**config.mk**
```make
export PLATFORM = sky130hd
export DESIGN_NAME = wdt_top
export DESIGN_NICKNAME = d
export VERILOG_FILES = /design/src/common/wdt_pkg.sv /design/src/rtl/wdt_top.sv
export VERILOG_INCLUDE_DIRS = /design/src /design/src/common
export SDC_FILE = /design/constraint.sdc
export NUM_CORES = 1
export LEC_CHECK = 0
export ABC_AREA = 1
export ABC_CLOCK_PERIOD_IN_PS = 4100
export BUFFER_PORTS_ARGS = -buffer_cell sky130_fd_sc_hd__buf_2
export CAP_MARGIN = 20
export CELL_PAD_IN_SITES_DETAIL_PLACEMENT = 2
export CELL_PAD_IN_SITES_GLOBAL_PLACEMENT = 2
export CORE_MARGIN = 5
export CORE_UTILIZATION = 30
export DETAILED_ROUTE_END_ITERATION = 6
export HOLD_SLACK_MARGIN = 0.05
export PLACE_DENSITY = 0.73
export SETUP_SLACK_MARGIN = 0.02
export SYNTH_ARGS = -nofsm -noshare
export SYNTH_HDL_FRONTEND = slang
export SYNTH_SLANG_ARGS = --single-unit
```
**constraint.sdc**
```tcl
create_clock -name REF_CLK -period 4.1 [get_ports REF_CLK]
set_input_delay 0.41 -clock REF_CLK [delete_from_list [all_inputs] [get_ports REF_CLK]]
set_output_delay 0.41 -clock REF_CLK [all_outputs]
set_load 0.02 [all_outputs]
```
**src/common/wdt_defines.svh**
```systemverilog
// watchdog constants: register offset, field positions, reset value, timing
// assumes an 8-bit special-function register bus and a crystal-rate tick
`ifndef WDT_DEFINES_SVH
`define WDT_DEFINES_SVH

`define WDT_CTRL_ADDR 8'hc0
`define WDT_CTRL_RESET 8'h10
`define WDT_PRE_RESET 4'h1

`define WDT_PRE_MSB 7
`define WDT_PRE_LSB 4
`define WDT_IRQ_SEL_BIT 3
`define WDT_FLAG_BIT 2
`define WDT_EN_BIT 1
`define WDT_UNLOCK_BIT 0

// base interval is 2^9 crystal cycles; prescale shifts it left
`define WDT_BASE_TICKS 17'h00200
`define WDT_IMMEDIATE_CODE 4'h8
`define WDT_XTAL_HZ 32768
`define WDT_BASE_PERIOD_MS 15.6

`endif

```
**src/common/wdt_pkg.sv**
```systemverilog
// watchdog types shared by the design
// assumes wdt_defines.svh for the numeric constants
package wdt_pkg;
   typedef logic [3:0] wdt_pre_t;
   typedef logic [16:0] wdt_count_t;
   typedef enum logic [1:0] {
      WDT_ACT_NONE,
      WDT_ACT_IRQ,
      WDT_ACT_RESET
   } wdt_action_e;
endpackage

```
**src/rtl/wdt_top.sv**
```systemverilog
// watchdog timer with a guarded control register at the sfr address
// assumes CRYSTAL_IN is the crystal clock level, already synchronous to
// REF_CLK, and that the core performs one sfr access per strobe
`include "wdt_defines.svh"

module wdt_top
   import wdt_pkg::*;
(
   // clock and external hardware reset
   input wire logic REF_CLK,
   input wire logic RESET,
   // crystal clock level
   input wire logic CRYSTAL_IN,
   // special-function register access from the core
   input wire logic [7:0] SFR_ADDR,
   input wire logic [7:0] SFR_WDATA,
   input wire logic SFR_WR,
   input wire logic SFR_RD,
   output logic [7:0] SFR_RDATA,
   // watchdog responses to the system
   output logic WDT_RESET_OUT,
   output logic WDT_IRQ
);

   wdt_pre_t pre_q;
   wdt_pre_t pre_d;
   logic irq_sel_q;
   logic irq_sel_d;
   logic flag_q;
   logic flag_d;
   logic en_q;
   logic en_d;
   logic unlock_q;
   logic unlock_d;
   wdt_count_t count_q;
   wdt_count_t count_d;
   logic xtal_q;
   logic xtal_prev_q;
   logic [7:0] rdata_q;
   logic rst_out_q;
   logic irq_q;

   wire ctrl_hit = (SFR_ADDR == `WDT_CTRL_ADDR);
   wire ctrl_wr = SFR_WR & ctrl_hit;
   // a write is accepted only right after an arming write
   wire wr_ok = ctrl_wr & unlock_q;
   wire arm_wr = ctrl_wr & ~unlock_q & SFR_WDATA[`WDT_UNLOCK_BIT];
   wire [7:0] ctrl_val = {pre_q, irq_sel_q, flag_q, en_q, unlock_q};

   // only rising crystal edges advance the counter, not the core clock
   wire xtal_tick = xtal_q & ~xtal_prev_q;

   // a refresh landing with the expiry tick wins over the timeout
   wire refresh = wr_ok & SFR_WDATA[`WDT_EN_BIT];
   // 17 bits hold the longest interval, 512 shifted left by seven
   wire [16:0] limit = `WDT_BASE_TICKS << pre_q[2:0];
   // reserved codes above 1000b are treated like the immediate code
   wire immediate = pre_q[3];
   wire expired = en_q & xtal_tick & (count_q == limit - 17'h00001);
   wire fire = en_q & ~refresh & (immediate | expired);
   wdt_action_e action;

   assign action = !fire ? WDT_ACT_NONE :
                   (irq_sel_q & ~immediate) ? WDT_ACT_IRQ :
                   WDT_ACT_RESET;

   // prescale restored by a watchdog reset
   wire [3:0] pre_reload = 4'(`WDT_CTRL_RESET >> `WDT_PRE_LSB);

   // next register values
   always_comb begin
      pre_d = pre_q;
      irq_sel_d = irq_sel_q;
      flag_d = flag_q;
      en_d = en_q;
      unlock_d = unlock_q;
      count_d = count_q;
      if (SFR_WR) begin
         // any other sfr write breaks the unlock sequence
         unlock_d = arm_wr;
      end
      if (wr_ok) begin
         pre_d = SFR_WDATA[`WDT_PRE_MSB:`WDT_PRE_LSB];
         irq_sel_d = SFR_WDATA[`WDT_IRQ_SEL_BIT];
         en_d = SFR_WDATA[`WDT_EN_BIT];
         if (!SFR_WDATA[`WDT_FLAG_BIT]) begin
            flag_d = 1'b0;
         end
      end
      if (refresh || !en_q) begin
         count_d = '0;
      end else if (xtal_tick) begin
         count_d = count_q + 17'h00001;
      end
      // flag set wins over a same-cycle software clear
      case (action)
         WDT_ACT_IRQ: begin
            flag_d = 1'b1;
            count_d = '0;
         end
         WDT_ACT_RESET: begin
            // the watchdog reset returns control to defaults but sets
            // the flag so software can tell why it restarted
            pre_d = pre_reload;
            irq_sel_d = 1'b0;
            en_d = 1'b0;
            unlock_d = 1'b0;
            count_d = '0;
            flag_d = 1'b1;
         end
         WDT_ACT_NONE: begin
         end
         default: begin
         end
      endcase
   end

   always_ff @(posedge REF_CLK or posedge RESET) begin
      if (RESET) begin
         pre_q <= `WDT_PRE_RESET;
      end else begin
         pre_q <= pre_d;
      end
   end

   always_ff @(posedge REF_CLK or posedge RESET) begin
      if (RESET) begin
         irq_sel_q <= 1'b0;
      end else begin
         irq_sel_q <= irq_sel_d;
      end
   end

   always_ff @(posedge REF_CLK or posedge RESET) begin
      if (RESET) begin
         flag_q <= 1'b0;
      end else begin
         flag_q <= flag_d;
      end
   end

   always_ff @(posedge REF_CLK or posedge RESET) begin
      if (RESET) begin
         en_q <= 1'b0;
      end else begin
         en_q <= en_d;
      end
   end

   always_ff @(posedge REF_CLK or posedge RESET) begin
      if (RESET) begin
         unlock_q <= 1'b0;
      end else begin
         unlock_q <= unlock_d;
      end
   end

   always_ff @(posedge REF_CLK or posedge RESET) begin
      if (RESET) begin
         count_q <= '0;
      end else begin
         count_q <= count_d;
      end
   end

   // crystal level is already synchronous, one stage finds its edges
   always_ff @(posedge REF_CLK or posedge RESET) begin
      if (RESET) begin
         xtal_q <= 1'b0;
         xtal_prev_q <= 1'b0;
      end else begin
         xtal_q <= CRYSTAL_IN;
         xtal_prev_q <= xtal_q;
      end
   end

   // registered outputs; unmapped reads return zero
   wire [7:0] rdata_d = (SFR_RD & ctrl_hit) ? ctrl_val : 8'h00;
   wire rst_out_d = (action == WDT_ACT_RESET);
   wire irq_d = (action == WDT_ACT_IRQ);

   always_ff @(posedge REF_CLK or posedge RESET) begin
      if (RESET) begin
         rdata_q <= 8'h00;
      end else begin
         rdata_q <= rdata_d;
      end
   end

   always_ff @(posedge REF_CLK or posedge RESET) begin
      if (RESET) begin
         rst_out_q <= 1'b0;
      end else begin
         rst_out_q <= rst_out_d;
      end
   end

   always_ff @(posedge REF_CLK or posedge RESET) begin
      if (RESET) begin
         irq_q <= 1'b0;
      end else begin
         irq_q <= irq_d;
      end
   end

   assign SFR_RDATA = rdata_q;
   assign WDT_RESET_OUT = rst_out_q;
   assign WDT_IRQ = irq_q;

endmodule

```
# Word level (Yosys, flattened, before mapping)
# Index checks and enable logic that the tools add are counted.
[word_totals]
rom_bits = 0
mem_bits_rw = 0
inputBits = 21
latch_bits = 0
mem_count = 0
regBits = 37
[classes]
mux = 17
mul = 0
bitwise_logic = 17
n_div = 0
eq_ne = 5
shift = 1
n_lt_le_gt_ge = 0
n_reduce_logical = 8
n_addsub = 2
[op_table]
columns = ["op", "n"]
rows = [
  ["17-bit 2-to-1 mux", 3],
  ["17-bit by 1-bit adder with 17-bit output (second input constant)", 1],
  ["17-bit equality test", 1],
  ["10-bit by 3-bit << shifter with 17-bit output (first input constant)", 1],
  ["17-bit by 1-bit subtractor with 17-bit output (second input constant)", 1],
  ["1-bit bitwise AND", 12],
  ["1-bit 2-to-1 mux", 9],
  ["8-bit equality test (second input constant)", 1],
  ["4-bit 2-to-1 mux", 2],
  ["8-bit 2-to-1 mux", 1],
  ["2-bit nonzero test", 3],
  ["2-bit 2-to-1 mux", 2],
  ["1-bit inverter", 4],
  ["3-bit nonzero test", 1],
  ["2-bit by 1-bit equality test with 1-bit output (second input constant)", 1],
  ["2-bit equality test (second input constant)", 1],
  ["2-bit inequality test (second input constant)", 1],
  ["2-bit AND reduction", 1],
  ["2-bit OR reduction", 1],
  ["1-bit logical NOT", 1],
  ["1-bit logical OR", 1],
  ["1-bit bitwise OR", 1],
]

# Longest topological paths before layout
# Gate-level depths: netlist of run 1.
[logic_depth]
ltp_word = 12
depth_mapped = 13
ltp_nobuf = 12

# Least setup slack after synthesis of run 1
# No wires, ideal clock.
[synth_timing]
path_type = "register to register"
start = "reg count_q[0]"
end = "reg en_q"
setup_slack_ps = 2537
n_path_buf = 0
setup_ps = 119
stages_incl_launch_ff = 13
t_arrival_ps = 1444
cell_sequence = "dfrtp_1 > ha_1 > nand2_1 > nor2_4 > nand2_2 > nor2_2 > inv_1 > nor2_2 > nand2_4 > nand2_4 > nand3_4 > nand2_1 > nand2_1"
[synth_via]
elab_chain_cells = 7
word_cells_on_any_way = 8
classes_between = "eq/ne (2); mux (2); bitwise (3); reduce/logical (1)"
[synth_rtl]
columns = ["element", "line", "text"]
rows = [
  ["start, declared", "wdt_top.sv:35", "wdt_count_t count_q;"],
  ["start signal, assigned", "wdt_top.sv:162", "count_q <= count_d;"],
  ["17-bit equality test *", "wdt_top.sv:59", "wire expired = en_q & xtal_tick & (count_q == limit - 17'h00001);"],
  ["1-bit bitwise AND *", "wdt_top.sv:59", ""],
  ["1-bit bitwise OR *", "wdt_top.sv:60", "wire fire = en_q & ~refresh & (immediate | expired);"],
  ["1-bit bitwise AND *", "wdt_top.sv:60", ""],
  ["2-bit 2-to-1 mux *", "wdt_top.sv:63", "assign action = !fire ? WDT_ACT_NONE :"],
  ["2-bit equality test *", "wdt_top.sv:96", "case (action)"],
  ["1-bit 2-to-1 mux / 2-bit nonzero test (equally long branches)", "n/a", ""],
  ["end signal, assigned", "wdt_top.sv:146", "en_q <= en_d;"],
  ["end, declared", "wdt_top.sv:31", "logic en_q;"],
]
# Mark *: on every way between the ends. The rest lies on a longest branch, timed or not.
# A chain may end at the register's enable or synchronous reset.

# Worst setup path after layout of run 1
[layout_timing]
start = "reg xtal_q"
end = "reg count_q[15]"
[layout_via]
elab_chain_cells = 9
word_cells_on_any_way = 11
classes_between = "eq/ne (2); mux (2); bitwise (5); reduce/logical (2)"
[layout_rtl]
columns = ["element", "line", "text"]
rows = [
  ["start, declared", "wdt_top.sv:37", "logic xtal_q;"],
  ["start signal, assigned", "wdt_top.sv:169", "xtal_q <= 1'b0;"],
  ["start signal, assigned", "wdt_top.sv:172", "xtal_q <= CRYSTAL_IN;"],
  ["1-bit bitwise AND *", "wdt_top.sv:51", "wire xtal_tick = xtal_q & ~xtal_prev_q;"],
  ["1-bit bitwise AND (2 in a row)", "wdt_top.sv:59", ""],
  ["1-bit bitwise OR", "wdt_top.sv:60", ""],
  ["1-bit bitwise AND", "wdt_top.sv:60", ""],
  ["2-bit 2-to-1 mux", "wdt_top.sv:63", ""],
  ["2-bit equality test / 2-bit by 1-bit equality test with 1-bit output (equally long branches)", "wdt_top.sv:96", ""],
  ["2-bit OR reduction (no source line)", "n/a", ""],
  ["3-bit nonzero test (no source line) / 17-bit 2-to-1 mux (equally long branches)", "n/a", ""],
]
# Marked as above.

==> impl_metrics.env, run 1 <==
export IMPL_ff2ff_setup_slack_ns=1.98
export IMPL_cts_sinks=37
export IMPL_fmax_mhz=471
export IMPL_grt_ovfl_total=0
export IMPL_num_vias=1883
export IMPL_core_area_sq_um=6680
export IMPL_synthMuxAreaShare=0.0222
export IMPL_synthSimpleGateAreaFrac=0.382
export IMPL_crit_path_frequent_cell="inv_1"
export IMPL_cp_num_cells=7
export IMPL_power_density_nw_per_um2=376
export IMPL_finalSetupViolations=0
export IMPL_die_area_sq_um=8500
export IMPL_clkLatencyLatePin_ns=0.30
export IMPL_period_share=0.518
export IMPL_power_leakage_nw=1.29
export IMPL_synth_seq_cells=37
export IMPL_cpPeakStageDelay_ns=0.76
export IMPL_htree_levels=2
export IMPL_p_clk_frac=0.378
export IMPL_path_cells="inv_1 > nor2_1 > inv_1 > nand4_1 > inv_1 > nand2_1 > nand2_1"
export IMPL_largest_reg_flops=17
export IMPL_dp_slack_ns=1.86
export IMPL_maxCapViolCount=0
export IMPL_globalplace_congestion=0.754
export IMPL_antenna_found_initial=0
export IMPL_fp_dieW_microns=92.2
export IMPL_synth_common_cells="nand2_1 (71), nor2_1 (41), dfrtp_1 (36)"
export IMPL_syn_inst=274
export IMPL_synth_edff_count=0
export IMPL_rr_worst_depth=7
export IMPL_synth_top_family_by_area="simple AND/OR/NAND/NOR gates"
export IMPL_final_cells=390
export IMPL_synth_area_leaders="dfrtp_1 (44%), nand2_1 (13%), nor2_1 (7.6%)"
export IMPL_first_global_vias=2092
export IMPL_ys_types=23
export IMPL_swShare=0.293
export IMPL_tns_ns=0
export IMPL_peakVddDrop_uv=130
export IMPL_arrival_ns=2.36
export IMPL_drive_above_1_share=0.213
export IMPL_holdPathStages=1
export IMPL_cts_tree="yes"
export IMPL_clockBufferDepth=2
export IMPL_start_util=0.303
export IMPL_area_growth_pct=17.2
export IMPL_intPower_w=0.000631
export IMPL_ctsRootBufferMaster="clkbuf_8"
export IMPL_relSlewSlack=0.377
export IMPL_placementRows=30
export IMPL_cts_buffers=5
export IMPL_pwr_share_comb=0.164
export IMPL_ios=31
export IMPL_synth_compound_area_frac=0.0395
export IMPL_power_w=0.000892
export IMPL_hold_path_class="in -> reg"
export IMPL_dp_hpwl_microns=4450
export IMPL_grt_use_total=0.151
export IMPL_grt_pass1_wl_microns=10100
export IMPL_finish_utilization=0.355
export IMPL_synth_ff_type="dfrtp_1"
export IMPL_worstPathRequired_ns=4.34
export IMPL_cp_start_kind="register"
export IMPL_wire_per_inst_microns=14.9
export IMPL_ys_seq_area_frac=0.458
export IMPL_ant_nets=0
export IMPL_yosysWarnings=0
export IMPL_fin_nets=331
export IMPL_grt_max_degree=38
export IMPL_synth_adder_area_share=0.00618
export IMPL_synth_top_cell_area_share=0.445
export IMPL_synth_avg_cell_area_sq_um=7.39
export IMPL_first_pass_iters=4
export IMPL_routed_wl_microns=5810
export IMPL_worst_pin_slew_ns=0.932
export IMPL_crit_buf_inv=3
export IMPL_critPathSlowestCell="nand4_1"
export IMPL_endpoint_kind="register"
export IMPL_synth_most_common_cell="nand2_1"
export IMPL_synthXorXnorAreaFrac=0
export IMPL_min_period_ns=2.12
export IMPL_fp_dieH_microns=92.2
export IMPL_synth_nets=296
export IMPL_crit_family="simple AND/OR/NAND/NOR gates"
export IMPL_syn_area_sq_um=2030
export IMPL_cts_setup_buffers=0
export IMPL_seq_power_share=0.457
export IMPL_hold_viol_final=0
export IMPL_clkTransAtPathRegs_ns=0.07
export IMPL_vias_per_cell=4.83
export IMPL_slew_viol_final=0
export IMPL_status="complete, no violations"
export IMPL_yosysTopAreaCell="dfrtp_1"
export IMPL_worst_slack_ns=1.98
export IMPL_critPathMaxFanout=21
export IMPL_drc_errors=0
export IMPL_switchingPower_w=0.000261
export IMPL_placedCellCount=382
export IMPL_ctsResizeCount=0
export IMPL_rsz0062_at_grt="no"
export IMPL_fin_skew_ns=0.00664
export IMPL_regMostFlops="count_q"
export IMPL_drt_iter0_markers=45
export IMPL_worstSetupPathType="reg -> reg"
export IMPL_port_buffers=30
export IMPL_cts_hold_buf=0
export IMPL_async_flop_share=1.00
export IMPL_antennaDiodeCount=0
==> area by class of cell <==
type                    instances  area [sq um]
well taps                      80           100
fillers                       815          4310
clock buffers                   7          86.3
inverters                      43           161
multi-input cells             191           911
flip-flops and latches         37           927
repair buffers                 31           158
clock inverters                 1          30.0
==> routing by layer <==
| metal | up-vias | share of wire | GRT usage |
|---|---|---|---|
| li1 | 925 | - | - |
| met5 | - | 0 | 0 |
| met2 | 23 | 0.50 | 0.263 |
| met3 | 8 | 0.029 | 0.0328 |
| met1 | 927 | 0.45 | 0.183 |
| met4 | 0 | 0.014 | 0.0520 |
==> cell usage in the layout (no fill, tap or decap) <==
master / count
a21oi_1: 14
buf_2: 30
buf_4: 1
bufinv_16: 1
clkbuf_1: 1
clkbuf_8: 6
dfrtp_1: 36
dfstp_2: 1
ha_1: 1
inv_1: 35
inv_2: 8
mux2_2: 4
nand2_1: 71
nand2_2: 3
nand2_4: 2
nand3_1: 25
nand3_2: 1
nand3_4: 1
nand3b_1: 1
nand4_1: 9
nor2_1: 41
nor2_2: 6
nor2_4: 1
nor3_1: 8
o21ai_0: 2
or2_2: 1
==> worst register-to-register path: stages, from the launching register on <==
cell and delay (ns):
dfrtp_1 0.37, inv_1 0.05, nor2_1 0.09, inv_1 0.20
nand4_1 0.76, inv_1 0.40, nand2_1 0.09, nand2_1 0.08
==> power groups by stage <==
stage	registers (W)	logic, W	clock network (W)
after CTS	0.000408	0.000151	0.000350
after detailed placement	0.000416	0.000150	0
after global routing	0.000412	0.000170	0.000370
after global placement	0.000414	0.000142	0
final	0.000408	0.000147	0.000338
after floorplan	0.000410	0.000109	0
==> through the flow <==
step / instance area [sq um] / hold slack [ns]
2_1_floorplan: 2030 / 0.354
3_3_place_gp: 2260 / 0.357
3_5_place_dp: 2260 / 0.363
4_1_cts: 2370 / 0.200
5_1_grt: 2370 / 0.200
6_report: 2370 / 0.213
==> path summary, 6_finish.rpt <==
kind,startpoint,end
setup / recovery,xtal_q,count_q[15]
hold / removal,CRYSTAL_IN,xtal_q
setup reg to reg,xtal_q,count_q[15]
hold reg to reg,xtal_q,xtal_prev_q
max in group asynchronous,RESET,pre_q[0]
min in group asynchronous,RESET,count_q[1]
==> logic make-up after synthesis <==
logic type / count (synthesis)
buffers and inverters: 46
adder cells (fa/ha/maj): 1
multiplexers: 4
flip-flops: 37
AND/OR/NAND/NOR: 170
AO/OA/AOI/OAI: 16
(Power assumes the default switching activity.)
==> inputs of run 2 (changes only) <==
- ABC_CLOCK_PERIOD_IN_PS: 4100 -> 1750
- CORE_UTILIZATION: 30 -> 29
- clock period: 4.1 -> 1.75 ns (I/O delays scaled with it)
==> impl_metrics.env, run 2 (synthesized netlist as in run 1, its figures left out) <==
export IMPL_status="complete, but fails checks"
export IMPL_violations="setup timing"
export IMPL_antennaDiodeCount=0
export IMPL_maxCapViolCount=0
export IMPL_power_leakage_nw=1.39
export IMPL_final_cell_mix="nand2_1 (63), nor2_1 (39), dfrtp_1 (34)"
export IMPL_routed_wl_microns=6240
export IMPL_fmax_mhz=568
export IMPL_grt_max_degree=38
export IMPL_fp_dieH_microns=93.6
export IMPL_regMostFlops="count_q"
export IMPL_critPathSlowestCell="dfrtp_1"
export IMPL_cts_tree="yes"
export IMPL_wire_per_inst_microns=14.7
export IMPL_period_share=1.01
export IMPL_htree_levels=2
export IMPL_relSlewSlack=0.662
export IMPL_placementRows=30
export IMPL_placedCellCount=408
export IMPL_port_buffers=30
export IMPL_grt_use_total=0.157
export IMPL_drc_errors=0
export IMPL_drt_iter0_markers=57
export IMPL_final_common_cell="nand2_1"
export IMPL_grt_pass1_wl_microns=10800
export IMPL_fillers=812
export IMPL_dp_slack_ns=-0.0284
export IMPL_clockBufferDepth=2
export IMPL_finalSetupViolations=2
export IMPL_fin_skew_ns=0.0123
export IMPL_first_global_vias=2229
export IMPL_cts_buffers=5
export IMPL_cpPeakStageDelay_ns=0.37
export IMPL_rsz0062_at_grt="yes"
export IMPL_worstPathRequired_ns=1.94
export IMPL_die_area_sq_um=8760
export IMPL_core_area_sq_um=6790
export IMPL_area_growth_pct=29.5
export IMPL_first_pass_iters=4
export IMPL_endpoint_kind="register"
export IMPL_num_vias=1983
export IMPL_globalplace_congestion=0.797
export IMPL_grt_ovfl_total=0
export IMPL_ctsRootBufferMaster="clkbuf_8"
export IMPL_final_cells=425
export IMPL_clkTransAtPathRegs_ns=0.08
export IMPL_worst_pin_slew_ns=0.506
export IMPL_ios=31
export IMPL_fp_dieW_microns=93.6
export IMPL_hold_path_class="in -> reg"
export IMPL_dp_hpwl_microns=4680
export IMPL_cp_start_kind="register"
export IMPL_vias_per_cell=4.67
export IMPL_worst_hold_slack_ns=0.141
export IMPL_largest_reg_flops=17
export IMPL_cts_sinks=37
export IMPL_critPathMaxFanout=8
export IMPL_arrival_ns=1.95
export IMPL_hold_viol_final=0
export IMPL_worst_slack_ns=-0.0115
export IMPL_fin_nets=350
export IMPL_start_util=0.298
export IMPL_clkLatencyLatePin_ns=0.30
export IMPL_slew_viol_final=0
export IMPL_drive_above_1_share=0.328
export IMPL_min_period_ns=1.76
export IMPL_peakVddDrop_uv=317
export IMPL_path_cells="ha_2 > nand2_2 > nor2_4 > nand2_4 > nor2_4 > inv_2 > nor2_4 > nand2_4 > nand2_4 > nand3_4 > nand2_2 > inv_2"
export IMPL_worstSetupPathType="reg -> reg"
export IMPL_antenna_found_initial=0
export IMPL_power_density_nw_per_um2=785
export IMPL_power_w=0.00206
export IMPL_ant_nets=0
[run 2: cell types whose count changed in the layout (fill, tap and decap cells not counted), moves of 3 or more]
cell / previous run / this run
inv_1: 35 / 28
nor3_1: 8 / 5
buf_4: 1 / 17
nand2_1: 71 / 63
nor3_2: 0 / 3
nand2_2: 3 / 10
inv_2: 8 / 14
nor2_4: 1 / 5
[run 2: final timing paths]
check                              from     endpoint  slack (ns)  cells after the start
hold reg to reg                  xtal_q  xtal_prev_q        0.38                      0
min in group asynchronous         RESET       flag_q        0.54                      4
setup reg to reg             count_q[0]     pre_q[1]       -0.01                     12
hold / removal             SFR_WDATA[4]     pre_q[0]        0.14                      3
setup / recovery             count_q[0]     pre_q[1]       -0.01                     12
max in group asynchronous         RESET     pre_q[1]        0.83                      4
[run 2: through the flow]
| stage | area, sq um | setup TNS, ns | utilization |
|---|---|---|---|
| finish | 2620 | -0.0152 | 0.386 |
| global route | 2620 | -1.29 | 0.386 |
| CTS | 2490 | 0 | 0.367 |
| detailed placement | 2360 | -0.111 | 0.348 |
| global placement | 2360 | 0 | 0.348 |
| floorplan | 2030 | 0 | - |
[run 2: layer usage]
metal | global-route usage | share of wire | wire length (microns) | vias up
li1 | - | - | - | 964
met1 | 0.192 | 0.44 | 2770 | 986
met2 | 0.282 | 0.51 | 3190 | 28
met3 | 0.0338 | 0.037 | 232 | 5
met4 | 0.0325 | 0.0074 | 46 | 0
met5 | 0 | 0 | 0 | -
[run 2: timing repair]
item | in CTS | in global routing
pin swaps | 1 | 8
hold endpoints to repair | 37 | 0
buffers inserted | 2 | 5
hold buffers | 2 | 0
setup endpoints to repair | 22 | 25
gates resized for setup | 1 | 32
[run 2: report_power, final]
group          internal (W)  total (W)  switching, W
Sequential         0.000910   0.000956     0.0000455
Combinational      0.000197   0.000480      0.000283
Clock              0.000283   0.000624      0.000341
Total               0.00139    0.00206      0.000670
[run 2: cell type report]
cell class              count  area [sq um]  area share
clock inverters             3          21.3     0.00811
well taps                  96           120      0.0458
repair buffers             50           318       0.121
flip-flops and latches     37           930       0.354
multi-input cells         191           998       0.381
inverters                  43           166      0.0635
clock buffers               5          68.8      0.0262
[run 2: critical path, delay by kind of cell, from the launching register on]
| family | cells | cell delay [ns] |
|---|---|---|
| flip-flops | 1 | 0.37 |
| AND/OR/NAND/NOR | 9 | 0.97 |
| adder cells (fa/ha/maj) | 1 | 0.19 |
| buffers and inverters | 2 | 0.10 |
==> inputs of run 3 (changes only) <==
- CAP_MARGIN: 20 -> unset
- CELL_PAD_IN_SITES_DETAIL_PLACEMENT: 2 -> 1
- CELL_PAD_IN_SITES_GLOBAL_PLACEMENT: 2 -> 1
- CORE_UTILIZATION: 29 -> 30
- CTS_CLUSTER_DIAMETER: unset -> 120
- PLACE_DENSITY: 0.73 -> 0.61
==> impl_metrics.env, run 3 (synthesized netlist as in run 1, its figures left out) <==
export IMPL_hold_viol_final=0
export IMPL_fp_dieW_microns=92.2
export IMPL_status="complete, no violations"
export IMPL_drc_errors=0
export IMPL_slew_viol_final=0
export IMPL_regMostFlops="count_q"
export IMPL_dpl_instance_area_sq_um=2320
export IMPL_critPathMaxFanout=8
export IMPL_first_global_vias=1930
export IMPL_period_share=0.981
export IMPL_die_area_sq_um=8500
export IMPL_first_pass_iters=4
export IMPL_worst_pin_slew_ns=0.487
export IMPL_grt_ovfl_total=0
export IMPL_ios=31
export IMPL_min_period_ns=1.72
export IMPL_clockBufferDepth=2
export IMPL_placedCellCount=391
export IMPL_rsz0062_at_grt="yes"
export IMPL_crit_buf_inv=2
export IMPL_cts_tree="yes"
export IMPL_maxCapViolCount=0
export IMPL_final_common_cell="nand2_1"
export IMPL_cp_start_kind="register"
export IMPL_final_cell_mix="nand2_1 (65), nor2_1 (40), dfrtp_1 (35)"
export IMPL_globalplace_congestion=0.797
export IMPL_vias_per_cell=4.63
export IMPL_grt_pass1_wl_microns=9220
export IMPL_crit_family="simple AND/OR/NAND/NOR gates"
export IMPL_antenna_found_initial=0
export IMPL_power_leakage_nw=1.36
export IMPL_postLayoutCellArea_sq_um=2540
export IMPL_worstSetupPathType="reg -> reg"
export IMPL_relSlewSlack=0.676
export IMPL_critPathSlowestCell="dfrtp_1"
export IMPL_finish_utilization=0.381
export IMPL_fmax_mhz=583
export IMPL_grt_use_total=0.138
export IMPL_port_buffers=30
export IMPL_path_cells="ha_2 > nand2_2 > nor2_4 > nand2_2 > nor2_4 > inv_2 > nor2_4 > nand2_4 > nand2_4 > nand3_4 > nand2_2 > inv_2"
export IMPL_dp_hpwl_microns=4140
export IMPL_clkTransAtPathRegs_ns=0.07
export IMPL_hold_path_class="in -> reg"
export IMPL_placementRows=30
export IMPL_clkLatencyLatePin_ns=0.29
export IMPL_start_util=0.303
export IMPL_ant_nets=0
export IMPL_final_cells=406
export IMPL_power_density_nw_per_um2=787
export IMPL_antennaDiodeCount=0
export IMPL_wire_per_inst_microns=13.4
export IMPL_routed_wl_microns=5430
export IMPL_ctsRootBufferMaster="clkbuf_8"
export IMPL_drt_iter0_markers=90
export IMPL_endpoint_kind="register"
export IMPL_worstPathRequired_ns=1.94
export IMPL_drive_above_1_share=0.291
export IMPL_num_vias=1880
export IMPL_fin_nets=348
export IMPL_cpPeakStageDelay_ns=0.37
export IMPL_fp_dieH_microns=92.2
export IMPL_cts_sinks=37
export IMPL_finalSetupViolations=0
export IMPL_grt_max_degree=38
export IMPL_peakVddDrop_uv=418
export IMPL_area_growth_pct=25.5
export IMPL_htree_levels=2
export IMPL_largest_reg_flops=17
export IMPL_arrival_ns=1.90
export IMPL_core_area_sq_um=6680
export IMPL_cts_buffers=5
export IMPL_fin_skew_ns=0.00291
run 3: changes by cell type in the layout (fill, tap and decap cells not counted), sizes merged:
cell	previous run	this run
buf	48	46
clkbuf	5	7
inv	44	43
clkinvlp	1	0
clkinv	1	0
run 3: path summary, 6_finish.rpt:
| kind | startpoint | end | slack [ns] | cells past startpoint |
|---|---|---|---|---|
| worst max-delay path | count_q[1] | pre_q[2] | 0.03 | 12 |
| worst min-delay path | SFR_WDATA[4] | pre_q[0] | 0.14 | 3 |
| worst max register to register | count_q[1] | pre_q[2] | 0.03 | 12 |
| worst min register to register | xtal_q | xtal_prev_q | 0.38 | 0 |
| max in group asynchronous | RESET | pre_q[2] | 0.84 | 4 |
| min in group asynchronous | RESET | xtal_q | 0.54 | 4 |
run 3: cell type report:
cell class	instances	area, sq um
repair buffers	48	290
inverters	43	164
multi-input cells	191	973
well taps	80	100
flip-flops and latches	37	928
fillers	837	4140
clock buffers	7	86.3
run 3: routing by layer:
metal	share of wire	vias up	global-route usage
met4	0.0074	0	0.0408
met1	0.48	889	0.179
met3	0.025	4	0.0361
met5	0	-	0
met2	0.49	26	0.225
li1	-	961	-
run 3: repair_timing:
action                     4_1_cts  5_1_grt
gates cloned                     0        0
hold buffers                     2        0
setup endpoints to repair       18       22
hold endpoints to repair        37        0
setup buffers                    2        4
pin swaps                        1       12
resized for setup                1       20
run 3: stage by stage:
step	setup TNS, ns	hold WS (ns)	total power, W	setup WS [ns]
6_report	0	0.144	0.00200	0.0339
4_1_cts	0	0.138	0.00200	0.0392
2_1_floorplan	0	0.206	0.00122	0.187
3_5_place_dp	-0.113	0.285	0.00135	-0.0273
5_1_grt	-0.936	0.170	0.00214	-0.0883
3_3_place_gp	0	0.283	0.00134	0.0574
run 3: where the power goes:
part | total (W) | internal [W] | switching [W]
combinational | 0.000445 | 0.000177 | 0.000267
clock | 0.000604 | 0.000313 | 0.000291
sequential | 0.000953 | 0.000911 | 0.0000415
run 3: worst min-delay path: stages:
cell and delay [ns]:
buf_2 0.07, o21ai_0 0.07, nand2_1 0.08
